## config.mk

```make
export PLATFORM = sky130hd
export DESIGN_NAME = svd_ctrl
export DESIGN_NICKNAME = d
export VERILOG_FILES = /design/src/core/svd_pkg.sv /design/src/core/svd_ctrl.sv /design/src/core/svd_opt_decode.sv /design/src/core/svd_settle_timer.sv
export SDC_FILE = /design/constraint.sdc
export NUM_CORES = 1
export LEC_CHECK = 0
export BUFFER_PORTS_ARGS = -buffer_cell sky130_fd_sc_hd__buf_2
export CAP_MARGIN = 25
export CORE_AREA = 2 2 81 83
export DETAILED_ROUTE_END_ITERATION = 10
export DIE_AREA = 0 0 83 85
export PLACE_DENSITY = 0.59
export SYNTH_ARGS = -nofsm -noshare
export SYNTH_HDL_FRONTEND = slang
export SYNTH_SLANG_ARGS = --single-unit
```

## constraint.sdc

```tcl
create_clock -name i_clk -period 2.1 [get_ports i_clk]
set_input_delay 0.105 -clock i_clk [delete_from_list [all_inputs] [get_ports i_clk]]
set_output_delay 0.105 -clock i_clk [all_outputs]
set_load 0.02 [all_outputs]
```

## src/core/svd_pkg.sv

```systemverilog
// Package: constants and types of the supply voltage detector control block
package svd_pkg;

  // ----------------------------------------------------------------
  // Register map
  // ----------------------------------------------------------------
  localparam int ADDR_W = 8; // Register address width
  localparam logic [7:0] CTRL_OFS = 8'h00; // Detector control flags
  localparam logic [7:0] LVL_OFS = 8'h01; // Detector level select
  localparam logic [7:0] OPT_OFS = 8'hc1; // Option byte, read only

  // ----------------------------------------------------------------
  // Field positions
  // ----------------------------------------------------------------
  localparam int CTRL_REWRITE_BIT = 7; // Level rewrite enable
  localparam int CTRL_MASK_BIT = 1; // Output mask status
  localparam int CTRL_FLAG_BIT = 0; // Supply below flag
  localparam int LVL_SEL_BIT = 0; // Threshold level select
  localparam int LVL_TOP_BIT = 7; // Mode-dependent upper bit
  localparam int OPT_LOW_HI = 7; // Low threshold code field
  localparam int OPT_LOW_LO = 5;
  localparam int OPT_FIXED_BIT = 4; // Always one
  localparam int OPT_SUB_HI = 3; // Threshold sub-select field
  localparam int OPT_SUB_LO = 2;
  localparam int OPT_MODE_HI = 1; // Mode select field
  localparam int OPT_MODE_LO = 0;

  // ----------------------------------------------------------------
  // Values after reset and option byte mode codes
  // ----------------------------------------------------------------
  localparam logic [7:0] CTRL_RST = 8'h00;
  localparam logic [7:0] LVL_RST_IRQ_RST = 8'h00;
  localparam logic [7:0] LVL_RST_RST = 8'h81;
  localparam logic [7:0] LVL_RST_IRQ = 8'h01;
  localparam logic [1:0] MODE_CODE_IRQ_RST = 2'h2;
  localparam logic [1:0] MODE_CODE_RST = 2'h3;
  localparam logic [1:0] MODE_CODE_IRQ = 2'h1;

  // ----------------------------------------------------------------
  // Timing
  // ----------------------------------------------------------------
  localparam int CLK_PERIOD_PS = 8000; // 125 MHz
  localparam int SETTLE_TIME_NS = 1000; // Sense level stabilisation wait
  localparam int SETTLE_CYCLES = (SETTLE_TIME_NS * 1000 + CLK_PERIOD_PS - 1) / CLK_PERIOD_PS;
  localparam logic [1:0] BOOT_CYCLES = 2'h3; // Strap sync plus decode

  // ----------------------------------------------------------------
  // Types
  // ----------------------------------------------------------------
  typedef enum logic [1:0] {
    SVD_MODE_OFF,
    SVD_MODE_IRQ_RST,
    SVD_MODE_RST,
    SVD_MODE_IRQ
  } svd_mode_t;

  typedef struct packed {
    svd_mode_t mode; // Operating mode
    logic det_off; // Detector switched off
    logic [2:0] low_code; // Low threshold code
    logic [1:0] sub_sel; // Threshold sub-select
  } svd_opt_t;

  typedef struct packed {
    logic wr; // Write strobe
    logic rd; // Read strobe
    logic [ADDR_W-1:0] addr; // Register address
    logic [7:0] wdata; // Write data
  } svd_bus_req_t;

endpackage

```

## src/core/svd_ctrl.sv

```systemverilog
// Supply voltage detector control: registers, modes, masking, events
//
// Functional notes
// - Control register byte wide, resets to zero
// - Detector reset keeps control; others clear enable; code keeps enable over a detector reset in interrupt-reset mode only
// - Mask and flag bits are read only
// - Flag one only while supply below threshold
// - Rewrite enable writable in interrupt-reset mode only
// - Mask forced during enable and settle waits
// - Level register byte wide, kept on detector reset except level select in interrupt-reset mode
// - Level reset value 00, 81 or 01
// - Level select zero high, one low threshold
// - Level select writable in interrupt-reset mode only
// - Hardware updates level select on detector events; code does so in interrupt-reset mode only
// - Option byte fields decoded as laid out
// - Interrupt-reset mode low code and high choice
// - Mode bits: 10 both, 11 reset, 01 interrupt
// - Supply flag sits at control bit zero
// - Detector reset sets reset cause flag
`timescale 1ns/1ps
module svd_ctrl
  import svd_pkg::*;
#(
  parameter int SETTLE = SETTLE_CYCLES
) (
  input wire logic i_clk,
  input wire logic i_rst_b,
  input wire logic i_por_rst_b,
  input wire logic [7:0] i_opt_byte,
  input wire logic i_rst_by_detector,
  input wire logic i_supply_below,
  input wire svd_bus_req_t i_bus,
  output logic [7:0] o_rd_data,
  output logic o_det_reset_req,
  output logic o_det_irq,
  output logic o_level_low,
  output logic [2:0] o_low_code,
  output logic [1:0] o_high_sel,
  output logic o_det_enable,
  output logic o_reset_cause_set
);

  // ----------------------------------------------------------------
  // Declarations
  // ----------------------------------------------------------------
  typedef enum logic [1:0] {ST_BOOT, ST_LOAD, ST_RUN} svd_state_t;

  svd_state_t state; // Start-up sequencer
  logic [1:0] boot_cnt; // Cycles spent syncing straps
  logic [7:0] opt_s1; // Option byte sync, first stage
  logic [7:0] opt_s2; // Option byte sync, second stage
  logic cause_s1; // Reset cause sync stages
  logic cause_s2;
  logic below_s1; // Comparator sync stages
  logic below_s2;
  logic below_d; // Previous comparator level
  svd_opt_t opt; // Decoded option byte
  logic rewrite_en; // Level rewrite enable, survives detector reset in interrupt-reset mode
  logic lvl_sel; // Threshold level select, survives detector reset outside interrupt-reset mode
  logic lvl_top; // Upper level register bit
  logic settle_start; // Kick the stabilisation wait
  logic settle_busy; // Stabilisation wait running
  logic mask_status; // Detector output masked
  logic supply_flag; // Supply below current threshold
  logic run; // Normal operation
  logic is_irq_rst; // Interrupt and reset mode
  logic hi_irq_evt; // High threshold crossed downward
  logic lo_rst_evt; // Low threshold crossed, reset needed
  logic wr_ctrl; // Control register write
  logic wr_lvl; // Level register write
  logic lvl_wr_ok; // Level write accepted
  logic next_lvl_sel;

  // Register byte decode, shared by reads and writes
  function automatic logic hit(input logic [ADDR_W-1:0] a, input logic [7:0] ofs);
    hit = (a == ofs);
  endfunction

  // ----------------------------------------------------------------
  // Synchronisers
  // ----------------------------------------------------------------
  // Strap, cause and comparator come from outside this clock
  always_ff @(posedge i_clk or negedge i_rst_b) begin
    if (!i_rst_b) begin
      opt_s1 <= 8'h00;
      opt_s2 <= 8'h00;
      cause_s1 <= 1'b0;
      cause_s2 <= 1'b0;
      below_s1 <= 1'b0;
      below_s2 <= 1'b0;
      below_d <= 1'b0;
    end else begin
      opt_s1 <= i_opt_byte;
      opt_s2 <= opt_s1;
      cause_s1 <= i_rst_by_detector;
      cause_s2 <= cause_s1;
      below_s1 <= i_supply_below;
      below_s2 <= below_s1;
      below_d <= below_s2;
    end
  end

  // ----------------------------------------------------------------
  // Submodules
  // ----------------------------------------------------------------
  svd_opt_decode u_decode (
    .i_clk(i_clk),
    .i_rst_b(i_rst_b),
    .i_opt(opt_s2),
    .o_opt(opt)
  );

  svd_settle_timer #(
    .CYCLES(SETTLE)
  ) u_settle (
    .i_clk(i_clk),
    .i_rst_b(i_rst_b),
    .i_start(settle_start),
    .o_busy(settle_busy)
  );

  // ----------------------------------------------------------------
  // Start-up sequencer
  // ----------------------------------------------------------------
  // Reset values depend on the strap, so they load only once it settled
  always_ff @(posedge i_clk or negedge i_rst_b) begin
    if (!i_rst_b) begin
      state <= ST_BOOT;
      boot_cnt <= 2'h0;
    end else begin
      case (state)
        ST_BOOT: begin
          boot_cnt <= boot_cnt + 2'h1;
          if (boot_cnt == BOOT_CYCLES) begin
            state <= ST_LOAD;
          end
        end
        ST_LOAD: state <= ST_RUN;
        ST_RUN: state <= ST_RUN;
        default: state <= ST_BOOT;
      endcase
    end
  end

  // ----------------------------------------------------------------
  // Combinational decode
  // ----------------------------------------------------------------
  always_comb begin
    run = (state == ST_RUN);
    is_irq_rst = (opt.mode == SVD_MODE_IRQ_RST);
    // Mask only exists in interrupt and reset mode
    mask_status = is_irq_rst && (rewrite_en || settle_busy);
    supply_flag = below_s2 && !opt.det_off && (opt.mode != SVD_MODE_OFF);
    hi_irq_evt = run && is_irq_rst && !mask_status && !lvl_sel && below_s2;
    lo_rst_evt = run && is_irq_rst && !mask_status && lvl_sel && below_s2;
    wr_ctrl = run && i_bus.wr && hit(i_bus.addr, CTRL_OFS);
    wr_lvl = run && i_bus.wr && hit(i_bus.addr, LVL_OFS);
    lvl_wr_ok = wr_lvl && rewrite_en && is_irq_rst;
    // Hardware event wins over a software write in the same cycle
    if (hi_irq_evt) begin
      next_lvl_sel = 1'b1;
    end else if (lvl_wr_ok) begin
      next_lvl_sel = i_bus.wdata[LVL_SEL_BIT];
    end else begin
      next_lvl_sel = lvl_sel;
    end
    settle_start = (state == ST_LOAD && is_irq_rst && cause_s2)
                   || (run && (next_lvl_sel != lvl_sel));
  end

  // ----------------------------------------------------------------
  // Level rewrite enable
  // ----------------------------------------------------------------
  // Power-on clears it; a system reset is handled at load time
  always_ff @(posedge i_clk or negedge i_por_rst_b) begin
    if (!i_por_rst_b) begin
      rewrite_en <= CTRL_RST[CTRL_REWRITE_BIT];
    end else if (state == ST_LOAD) begin
      if (!cause_s2 || !is_irq_rst) begin
        rewrite_en <= 1'b0;
      end
    end else if (wr_ctrl && is_irq_rst) begin
      rewrite_en <= i_bus.wdata[CTRL_REWRITE_BIT];
    end
  end

  // ----------------------------------------------------------------
  // Level select register
  // ----------------------------------------------------------------
  // Kept across a detector reset, except that interrupt-reset mode clears the level select
  always_ff @(posedge i_clk or negedge i_por_rst_b) begin
    if (!i_por_rst_b) begin
      lvl_sel <= LVL_RST_IRQ_RST[LVL_SEL_BIT];
      lvl_top <= LVL_RST_IRQ_RST[LVL_TOP_BIT];
    end else if (state == ST_LOAD) begin
      if (!cause_s2) begin
        case (opt.mode)
          SVD_MODE_RST: begin
            lvl_sel <= LVL_RST_RST[LVL_SEL_BIT];
            lvl_top <= LVL_RST_RST[LVL_TOP_BIT];
          end
          SVD_MODE_IRQ: begin
            lvl_sel <= LVL_RST_IRQ[LVL_SEL_BIT];
            lvl_top <= LVL_RST_IRQ[LVL_TOP_BIT];
          end
          default: begin
            lvl_sel <= LVL_RST_IRQ_RST[LVL_SEL_BIT];
            lvl_top <= LVL_RST_IRQ_RST[LVL_TOP_BIT];
          end
        endcase
      end else if (is_irq_rst) begin
        lvl_sel <= 1'b0;
      end
    end else begin
      lvl_sel <= next_lvl_sel;
    end
  end

  // ----------------------------------------------------------------
  // Detector outputs to reset and interrupt logic
  // ----------------------------------------------------------------
  always_ff @(posedge i_clk or negedge i_rst_b) begin
    if (!i_rst_b) begin
      o_det_reset_req <= 1'b0;
      o_det_irq <= 1'b0;
    end else begin
      case (opt.mode)
        SVD_MODE_IRQ_RST: begin
          o_det_reset_req <= lo_rst_evt;
          o_det_irq <= hi_irq_evt;
        end
        SVD_MODE_RST: begin
          o_det_reset_req <= run && below_s2;
          o_det_irq <= 1'b0;
        end
        SVD_MODE_IRQ: begin
          // Pulse on each crossing in either direction
          o_det_reset_req <= 1'b0;
          o_det_irq <= run && (below_s2 != below_d);
        end
        default: begin
          o_det_reset_req <= 1'b0;
          o_det_irq <= 1'b0;
        end
      endcase
    end
  end

  // ----------------------------------------------------------------
  // Comparator setup and reset cause
  // ----------------------------------------------------------------
  always_ff @(posedge i_clk or negedge i_rst_b) begin
    if (!i_rst_b) begin
      o_level_low <= 1'b0;
      o_low_code <= 3'h0;
      o_high_sel <= 2'h0;
      o_det_enable <= 1'b0;
      o_reset_cause_set <= 1'b0;
    end else begin
      o_level_low <= lvl_sel;
      o_low_code <= opt.low_code;
      o_high_sel <= opt.sub_sel;
      o_det_enable <= run && (opt.mode != SVD_MODE_OFF);
      // One pulse toward the reset cause register
      o_reset_cause_set <= (state == ST_LOAD) && cause_s2;
    end
  end

  // ----------------------------------------------------------------
  // Register read port
  // ----------------------------------------------------------------
  // Data stands the cycle after the strobe; unmapped reads give zero
  always_ff @(posedge i_clk or negedge i_rst_b) begin
    if (!i_rst_b) begin
      o_rd_data <= 8'h00;
    end else if (i_bus.rd) begin
      if (hit(i_bus.addr, CTRL_OFS)) begin
        o_rd_data <= {rewrite_en, 5'h00, mask_status, supply_flag};
      end else if (hit(i_bus.addr, LVL_OFS)) begin
        o_rd_data <= {lvl_top, 6'h00, lvl_sel};
      end else if (hit(i_bus.addr, OPT_OFS)) begin
        o_rd_data <= opt_s2;
      end else begin
        o_rd_data <= 8'h00;
      end
    end else begin
      o_rd_data <= 8'h00;
    end
  end

endmodule // svd_ctrl

```

## src/core/svd_opt_decode.sv

```systemverilog
// Decoder of the option byte into mode and threshold selections
`timescale 1ns/1ps
module svd_opt_decode
  import svd_pkg::*;
(
  input wire logic i_clk,
  input wire logic i_rst_b,
  input wire logic [7:0] i_opt,
  output svd_opt_t o_opt
);

  // ----------------------------------------------------------------
  // Registered decode
  // ----------------------------------------------------------------
  // Unlisted encodings fall back to detector off
  always_ff @(posedge i_clk or negedge i_rst_b) begin
    if (!i_rst_b) begin
      o_opt <= '0;
    end else begin
      case (i_opt[OPT_MODE_HI:OPT_MODE_LO])
        MODE_CODE_IRQ_RST: o_opt.mode <= SVD_MODE_IRQ_RST;
        MODE_CODE_RST: o_opt.mode <= i_opt[OPT_LOW_HI] ? SVD_MODE_OFF : SVD_MODE_RST;
        MODE_CODE_IRQ: o_opt.mode <= i_opt[OPT_LOW_HI] ? SVD_MODE_OFF : SVD_MODE_IRQ;
        default: o_opt.mode <= SVD_MODE_OFF;
      endcase
      o_opt.det_off <= (i_opt[OPT_MODE_HI:OPT_MODE_LO] == 2'h0)
                       || (i_opt[OPT_LOW_HI] && i_opt[OPT_MODE_LO]);
      // Interrupt and reset mode only uses the lower two code bits
      if (i_opt[OPT_MODE_HI:OPT_MODE_LO] == MODE_CODE_IRQ_RST) begin
        o_opt.low_code <= {1'b0, i_opt[OPT_LOW_HI-1:OPT_LOW_LO]};
      end else begin
        o_opt.low_code <= i_opt[OPT_LOW_HI:OPT_LOW_LO];
      end
      o_opt.sub_sel <= i_opt[OPT_SUB_HI:OPT_SUB_LO];
    end
  end

endmodule // svd_opt_decode

```

## src/core/svd_settle_timer.sv

```systemverilog
// Stabilisation wait timer for the sense level
`timescale 1ns/1ps
module svd_settle_timer
  import svd_pkg::*;
#(
  parameter int CYCLES = SETTLE_CYCLES
) (
  input wire logic i_clk,
  input wire logic i_rst_b,
  input wire logic i_start,
  output logic o_busy
);

  localparam int CW = $clog2(CYCLES + 1);
  localparam logic [CW-1:0] LOAD = CW'(CYCLES);

  logic [CW-1:0] count; // Cycles left in the wait

  // ----------------------------------------------------------------
  // Down counter, restart extends the wait
  // ----------------------------------------------------------------
  always_ff @(posedge i_clk or negedge i_rst_b) begin
    if (!i_rst_b) begin
      count <= '0;
      o_busy <= 1'b0;
    end else if (i_start) begin
      count <= LOAD;
      o_busy <= 1'b1;
    end else if (count > CW'(1)) begin
      count <= count - CW'(1);
    end else begin
      count <= '0;
      o_busy <= 1'b0;
    end
  end

endmodule // svd_settle_timer

```

# ---- After elaboration in Yosys (flattened, before gate mapping)
# Cells that the tools add are included.
# Widths: inputs -> output; s select.
dict set report classes {
  add_sub_neg 2
  bitwise 1
  n_lt_le_gt_ge 1
  eq_ne 17
  reduce_logical 41
  mux 26
}
# operator count
set op_table {}
lappend op_table {{$mux 8} 4}
lappend op_table {{$logic_and 1x1->1} 23}
lappend op_table {{$mux 7} 2}
lappend op_table {{$eq 2x2->1 const B} 6}
lappend op_table {{$mux 1} 12}
lappend op_table {{$eq 8x1->1 const B} 1}
lappend op_table {{$eq 8x8->1 const B} 1}
lappend op_table {{$logic_not 8->1} 1}
lappend op_table {{$gt 7x1->1 const B} 1}
lappend op_table {{$sub 7x1->7 const B} 1}
lappend op_table {{$eq 2x1->1 const B} 3}
lappend op_table {{$mux 2} 3}
lappend op_table {{$pmux 2 s3} 1}
lappend op_table {{$logic_not 1->1} 5}
lappend op_table {{$logic_not 2->1} 2}
lappend op_table {{$logic_or 1x1->1} 4}
lappend op_table {{$ne 2x2->1 const B} 2}
lappend op_table {{$pmux 1 s2} 2}
lappend op_table {{$pmux 2 s2} 1}
lappend op_table {{$reduce_and 2->1} 2}
lappend op_table {{$reduce_bool 2->1} 2}
lappend op_table {{$reduce_or 2->1} 2}
lappend op_table {{$mux 3} 1}
lappend op_table {{$ne 3x3->1 const B} 1}
lappend op_table {{4 further kinds} 5}
dict set report totals {
  ff_bits 62
  wordCells 114
  out_inout_bits 18
}

# ---- Longest topological paths before layout
dict set report depth {
  depth_word 11
  depth_mapped 6
  mapped_depth_nobuf 5
}

# ---- Cells and area by module
# From an unflattened synthesis, not the netlist that was laid out.
dict set report unflattened {
  cells_unflattened 172
  hier_area_um2 2309.7
}
# module cells_each area_each_um2 n_inst
set by_module_without_submodules {}
lappend by_module_without_submodules {svd_ctrl 122 1670.4 1}
lappend by_module_without_submodules {svd_settle_timer 36 397.9 1}
lappend by_module_without_submodules {svd_opt_decode 14 241.5 1}

# ---- Worst setup path before layout
# Ideal clock, no wire load.
dict set report synth_timing {
  kind {flip-flop to flip-flop}
  startpoint {register state[0]}
  endpoint {register u_settle.count[1]}
  setup_time_ns 0.122
  setup_slack_ns 0.354
  path_stages_with_launch 7
  required_time_ns 1.978
  arrival_time_ns 1.624
  n_path_buf 1
  period_less_slack_ns 1.746
  cell_sequence {dfrtp_1 > inv_1 > ha_1 > nand2_1 > or4_4 > buf_6 > o2111a_1}
}
dict set report synth_between {
  elab_chain_len 11
}
# element line
set synth_lines {}
lappend synth_lines {{from (decl)} svd_ctrl.sv:48} ;# svd_state_t state;
lappend synth_lines {{from (signal assigned)} svd_ctrl.sv:128} ;# state <= ST_BOOT;
lappend synth_lines {{from (signal assigned)} svd_ctrl.sv:135} ;# state <= ST_LOAD;
lappend synth_lines {{from (signal assigned)} svd_ctrl.sv:138} ;# ST_LOAD: state <= ST_RUN;
lappend synth_lines {{$eq 2x2->1} svd_ctrl.sv:149} ;# run = (state == ST_RUN);
lappend synth_lines {{$logic_and 1x1->1 (2 in a row)} svd_ctrl.sv:157} ;# wr_lvl = run && i_bus.wr && hit(i_bus.addr, LVL_OFS);
lappend synth_lines {{$logic_and 1x1->1 (2 in a row)} svd_ctrl.sv:158} ;# lvl_wr_ok = wr_lvl && rewrite_en && is_irq_rst;
lappend synth_lines {{$mux 1} svd_ctrl.sv:162} ;# end else if (lvl_wr_ok) begin
lappend synth_lines {{$mux 1} svd_ctrl.sv:160} ;# if (hi_irq_evt) begin
lappend synth_lines {{$ne 1x1->1} svd_ctrl.sv:168} ;# || (run && (next_lvl_sel != lvl_sel));
lappend synth_lines {{$logic_and 1x1->1} svd_ctrl.sv:168}
lappend synth_lines {{$logic_or 1x1->1 *} svd_ctrl.sv:168}
lappend synth_lines {{$mux 7 *} svd_settle_timer.sv:26} ;# end else if (i_start) begin
lappend synth_lines {{to (signal assigned)} svd_settle_timer.sv:30} ;# count <= count - CW'(1);
lappend synth_lines {{to (decl)} svd_settle_timer.sv:17} ;# logic [CW-1:0] count;
# Mark *: on every way between the ends. The rest lies on a longest branch, timed or not.
# A chain may end at the register's enable or synchronous reset.

# ---- Worst setup path after layout
dict set report layout_timing {
  startpoint {register state[0]}
  endpoint {register u_settle.count[3]}
}
# The elaborated chain is that of the path after synthesis.

==> results_dict.tcl <==
set metrics [dict create \
    ir_worst_vdd_mv 0.691 \
    dp_hpwl_um 3050 \
    ys_seq_area_share_pct 65.1 \
    finalCriticalPeriod_ps 1910 \
    syn_nets 218 \
    yosysWarnings 0 \
    required_ps 2270 \
    pwr-share-clk_pct 40.1 \
    h-tree-depth 3 \
    initial_utilization_pct 38.4 \
    vias 1544 \
    final.period_utilization_pct 91.0 \
    ant_nets 0 \
    net-switching-power_mw 0.765 \
    synthSimpleGateAreaFrac_pct 15.0 \
    grt_pass1_wl_um 7450 \
    drive_above_1_share_pct 29.1 \
    reg2reg_slack_ps 190 \
    synth_cell_types 42 \
    postCtsHoldBufs 12 \
    core_um2 6200 \
    synth-main-ff-cell "dfrtp_1" \
    maxSlewViolCount 0 \
    final_hold_viol_count 0 \
    power.density_nw_per_um2 1020 \
    die_x_um 83 \
    hp-class "primary input to register" \
    n_antenna_cell 0 \
    cts_setup_buffers 0 \
    hold_ws_ps 78.6 \
    switching_share_pct 24.2 \
    syn-cell-area_um2 2380 \
    cts.clk_slew.worst_paths_ps 70 \
    grt_use_total_pct 13.9 \
    syn_area_per_cell_um2 13.5 \
    grt_use_met3_pct 6.71 \
    pin_count 49 \
    power_leakage_nw 1.48 \
    worstSkewPairLatency_ps 340 \
    setup_ws_ps 189 \
    grt_max_degree 34 \
    dieArea_um2 7060 \
    synth_top_family_by_area "simple AND/OR/NAND/NOR gates" \
    fin_setup_tns_ps 0 \
    power_mw 3.16 \
    synthArstFlopShare_pct 100 \
    maxCapViolations 0 \
    dp_slack_ps 213 \
    syn2layout_area_growth_pct 30.2 \
    nets 288 \
    rsz0062_at_grt "no" \
    synth_edf_count 0 \
    critPathCaptureType "register" \
    critPathKind "register to register" \
    finalNonFillerCells 328 \
    antenna_found_initial 0 \
    critPathArrivalTime_ps 2080 \
    wl_um 4320 \
    drt-pass1-iter-count 4 \
    post-place-cells 300 \
    drc 0 \
    met2_usage_pct 22.4 \
    cts.sinks 62 \
    fill_cells 546 \
    dpl_cell_area_um2 2740 \
    root_buffer "clkbuf_8" \
    worstMarginPinSlew_ps 693 \
    die_y_um 85 \
    fmax_mhz 523 \
    cts_tree "yes" \
    fp-row-count 29 \
    grt_overflow_total 0 \
    power_frac_seq_pct 44.8 \
    cts_resized 0 \
    busiest_layer "met2" \
    synth_cells 176 \
    synth_compound_area_share_pct 8.45 \
    io_buffer_count 42 \
    drt-initial-drc-count 60 \
    grt_pass1_vias 1615 \
    synth-xor-area-share_pct 1.84 \
    fin_util_pct 50.1 \
    cp-start-kind "register" \
    ys_seq_elements 62 \
    status "finished, final reports clean" \
    setup_violations 0 \
    cts_buffers 9 \
    wl_per_cell_um 13.2 \
    combPwrFrac_pct 15.0 \
    synthAdderAreaFrac_pct 5.77 \
    vias_per_cell 4.71 \
    p_int_mw 2.39 \
    cts.path.max_buffers 2 \
    gp_congestion 0.751 \
    synthMuxAreaShare_pct 1.84 \
    grt.met1_usage_pct 16.2 \
    fin_skew_ps 6.15 \
    critPathMaxFanout 8 \
    final_cell_area_um2 3110 \
    relSlewSlack_pct 53.8 \
]
[layout by cell type (no fill, tap or decap), drive strengths merged, types with 2 or more instances in the layout]
cell type | Yosys | final
a21oi | 5 | 5
and2 | 9 | 9
buf | 1 | 48
bufinv | 0 | 3
clkbuf | 0 | 11
dfrtp | 62 | 62
dlygate4sd3 | 0 | 12
ha | 11 | 11
inv | 10 | 10
mux2 | 3 | 3
nand2 | 4 | 4
nand2b | 6 | 6
nand3 | 7 | 7
nor2 | 4 | 4
nor2b | 3 | 3
nor3 | 3 | 3
nor3b | 2 | 2
nor4 | 2 | 2
o2111ai | 2 | 2
o21ai | 5 | 5
o221ai | 5 | 5
o41ai | 2 | 2
or3 | 3 | 3
or4 | 5 | 5
or4b | 2 | 2
xnor2 | 3 | 3
xor2 | 2 | 2
[metal layers]
layer  wire length, µm  part of all wire (%)  vias to the layer above
met4                55                   1.3                        0
met2              2160                    50                       29
met1              1880                    43                      736
li1                  -                     -                      772
met3               225                   5.2                        7
met5                 0                     0                        -
[flip-flops by register name (all words and copies together) (netlist names), 3 cells and up]
register / flops
o_rd_data: 8
opt_s1: 8
u_decode.o_opt: 8
opt_s2: 8
u_settle.count: 7
o_low_code: 3
[cell usage after synthesis (2+ instances only)]
cell type	n	area share [%]
or4_4	2	0.94
nand2_1	4	0.63
o41ai_1	2	0.73
nor3b_1	2	0.63
o2111ai_1	2	0.73
or4_1	3	0.94
dfrtp_1	62	65
and2_1	9	2.4
xor2_1	2	0.73
inv_1	10	1.6
a21oi_1	5	1.0
nor4_1	2	0.52
ha_1	11	5.8
o221ai_1	5	1.8
nand3_1	7	1.5
xnor2_1	3	1.1
nand2b_1	6	1.6
mux2_2	3	1.4
nor2b_1	3	0.79
o21ai_0	5	1.0
or3_1	2	0.52
nor2_1	4	0.63
nor3_1	3	0.63
[path summary, 6_finish.rpt]
| check | from | to | cells after the start |
|---|---|---|---|
| hold / removal | i_bus[14] | o_rd_data[7]$_DFF_PN0_ | 3 |
| setup reg to reg | state[0]$_DFFE_PN0P_ | u_settle.count[3]$_DFF_PN0_ | 5 |
| min in group asynchronous | i_por_rst_b | rewrite_en$_DFFE_PN0P_ | 2 |
| max in group asynchronous | i_rst_b | opt_s2[2]$_DFF_PN0_ | 3 |
| setup / recovery | state[0]$_DFFE_PN0P_ | u_settle.count[3]$_DFF_PN0_ | 5 |
| hold reg to reg | cause_s1$_DFF_PN0_ | cause_s2$_DFF_PN0_ | 0 |
[area by class of cell]
type / instances / area (µm²) / area share [%]
Sequential cell: 62 / 1550 / 50.0
Multi-Input combinational cell: 103 / 785 / 25.3
Timing Repair Buffer: 60 / 388 / 12.5
Clock buffer: 11 / 141 / 4.55
Clock inverter: 5 / 106 / 3.42
Tap cell: 77 / 96.3 / 3.10
Inverter: 10 / 37.5 / 1.21
[worst max-delay path: stages (launching register included)]
cell and delay, ps:
dfrtp_1 340, inv_1 90, ha_1 270, and3b_1 220, a22oi_1 580, o221ai_1 240
[power groups by stage]
| stage | Sequential (mW) | Combinational, mW | Clock [mW] |
|---|---|---|---|
| 6_report | 1.42 | 0.475 | 1.27 |
| 5_1_grt | 1.44 | 0.543 | 1.36 |
| 4_1_cts | 1.42 | 0.482 | 1.30 |
| 3_5_place_dp | 1.44 | 0.459 | 0 |
| 3_3_place_gp | 1.44 | 0.452 | 0 |
| 2_1_floorplan | 1.44 | 0.298 | 0 |
[cells by family after synthesis]
group,Yosys count
AO/OA/AOI/OAI,27
XOR/XNOR,5
adder cells (fa/ha/maj),11
buffers and inverters,11
flip-flops,62
multiplexers,4
AND/OR/NAND/NOR,56
Note: power is estimated with default switching activity, not from simulation.
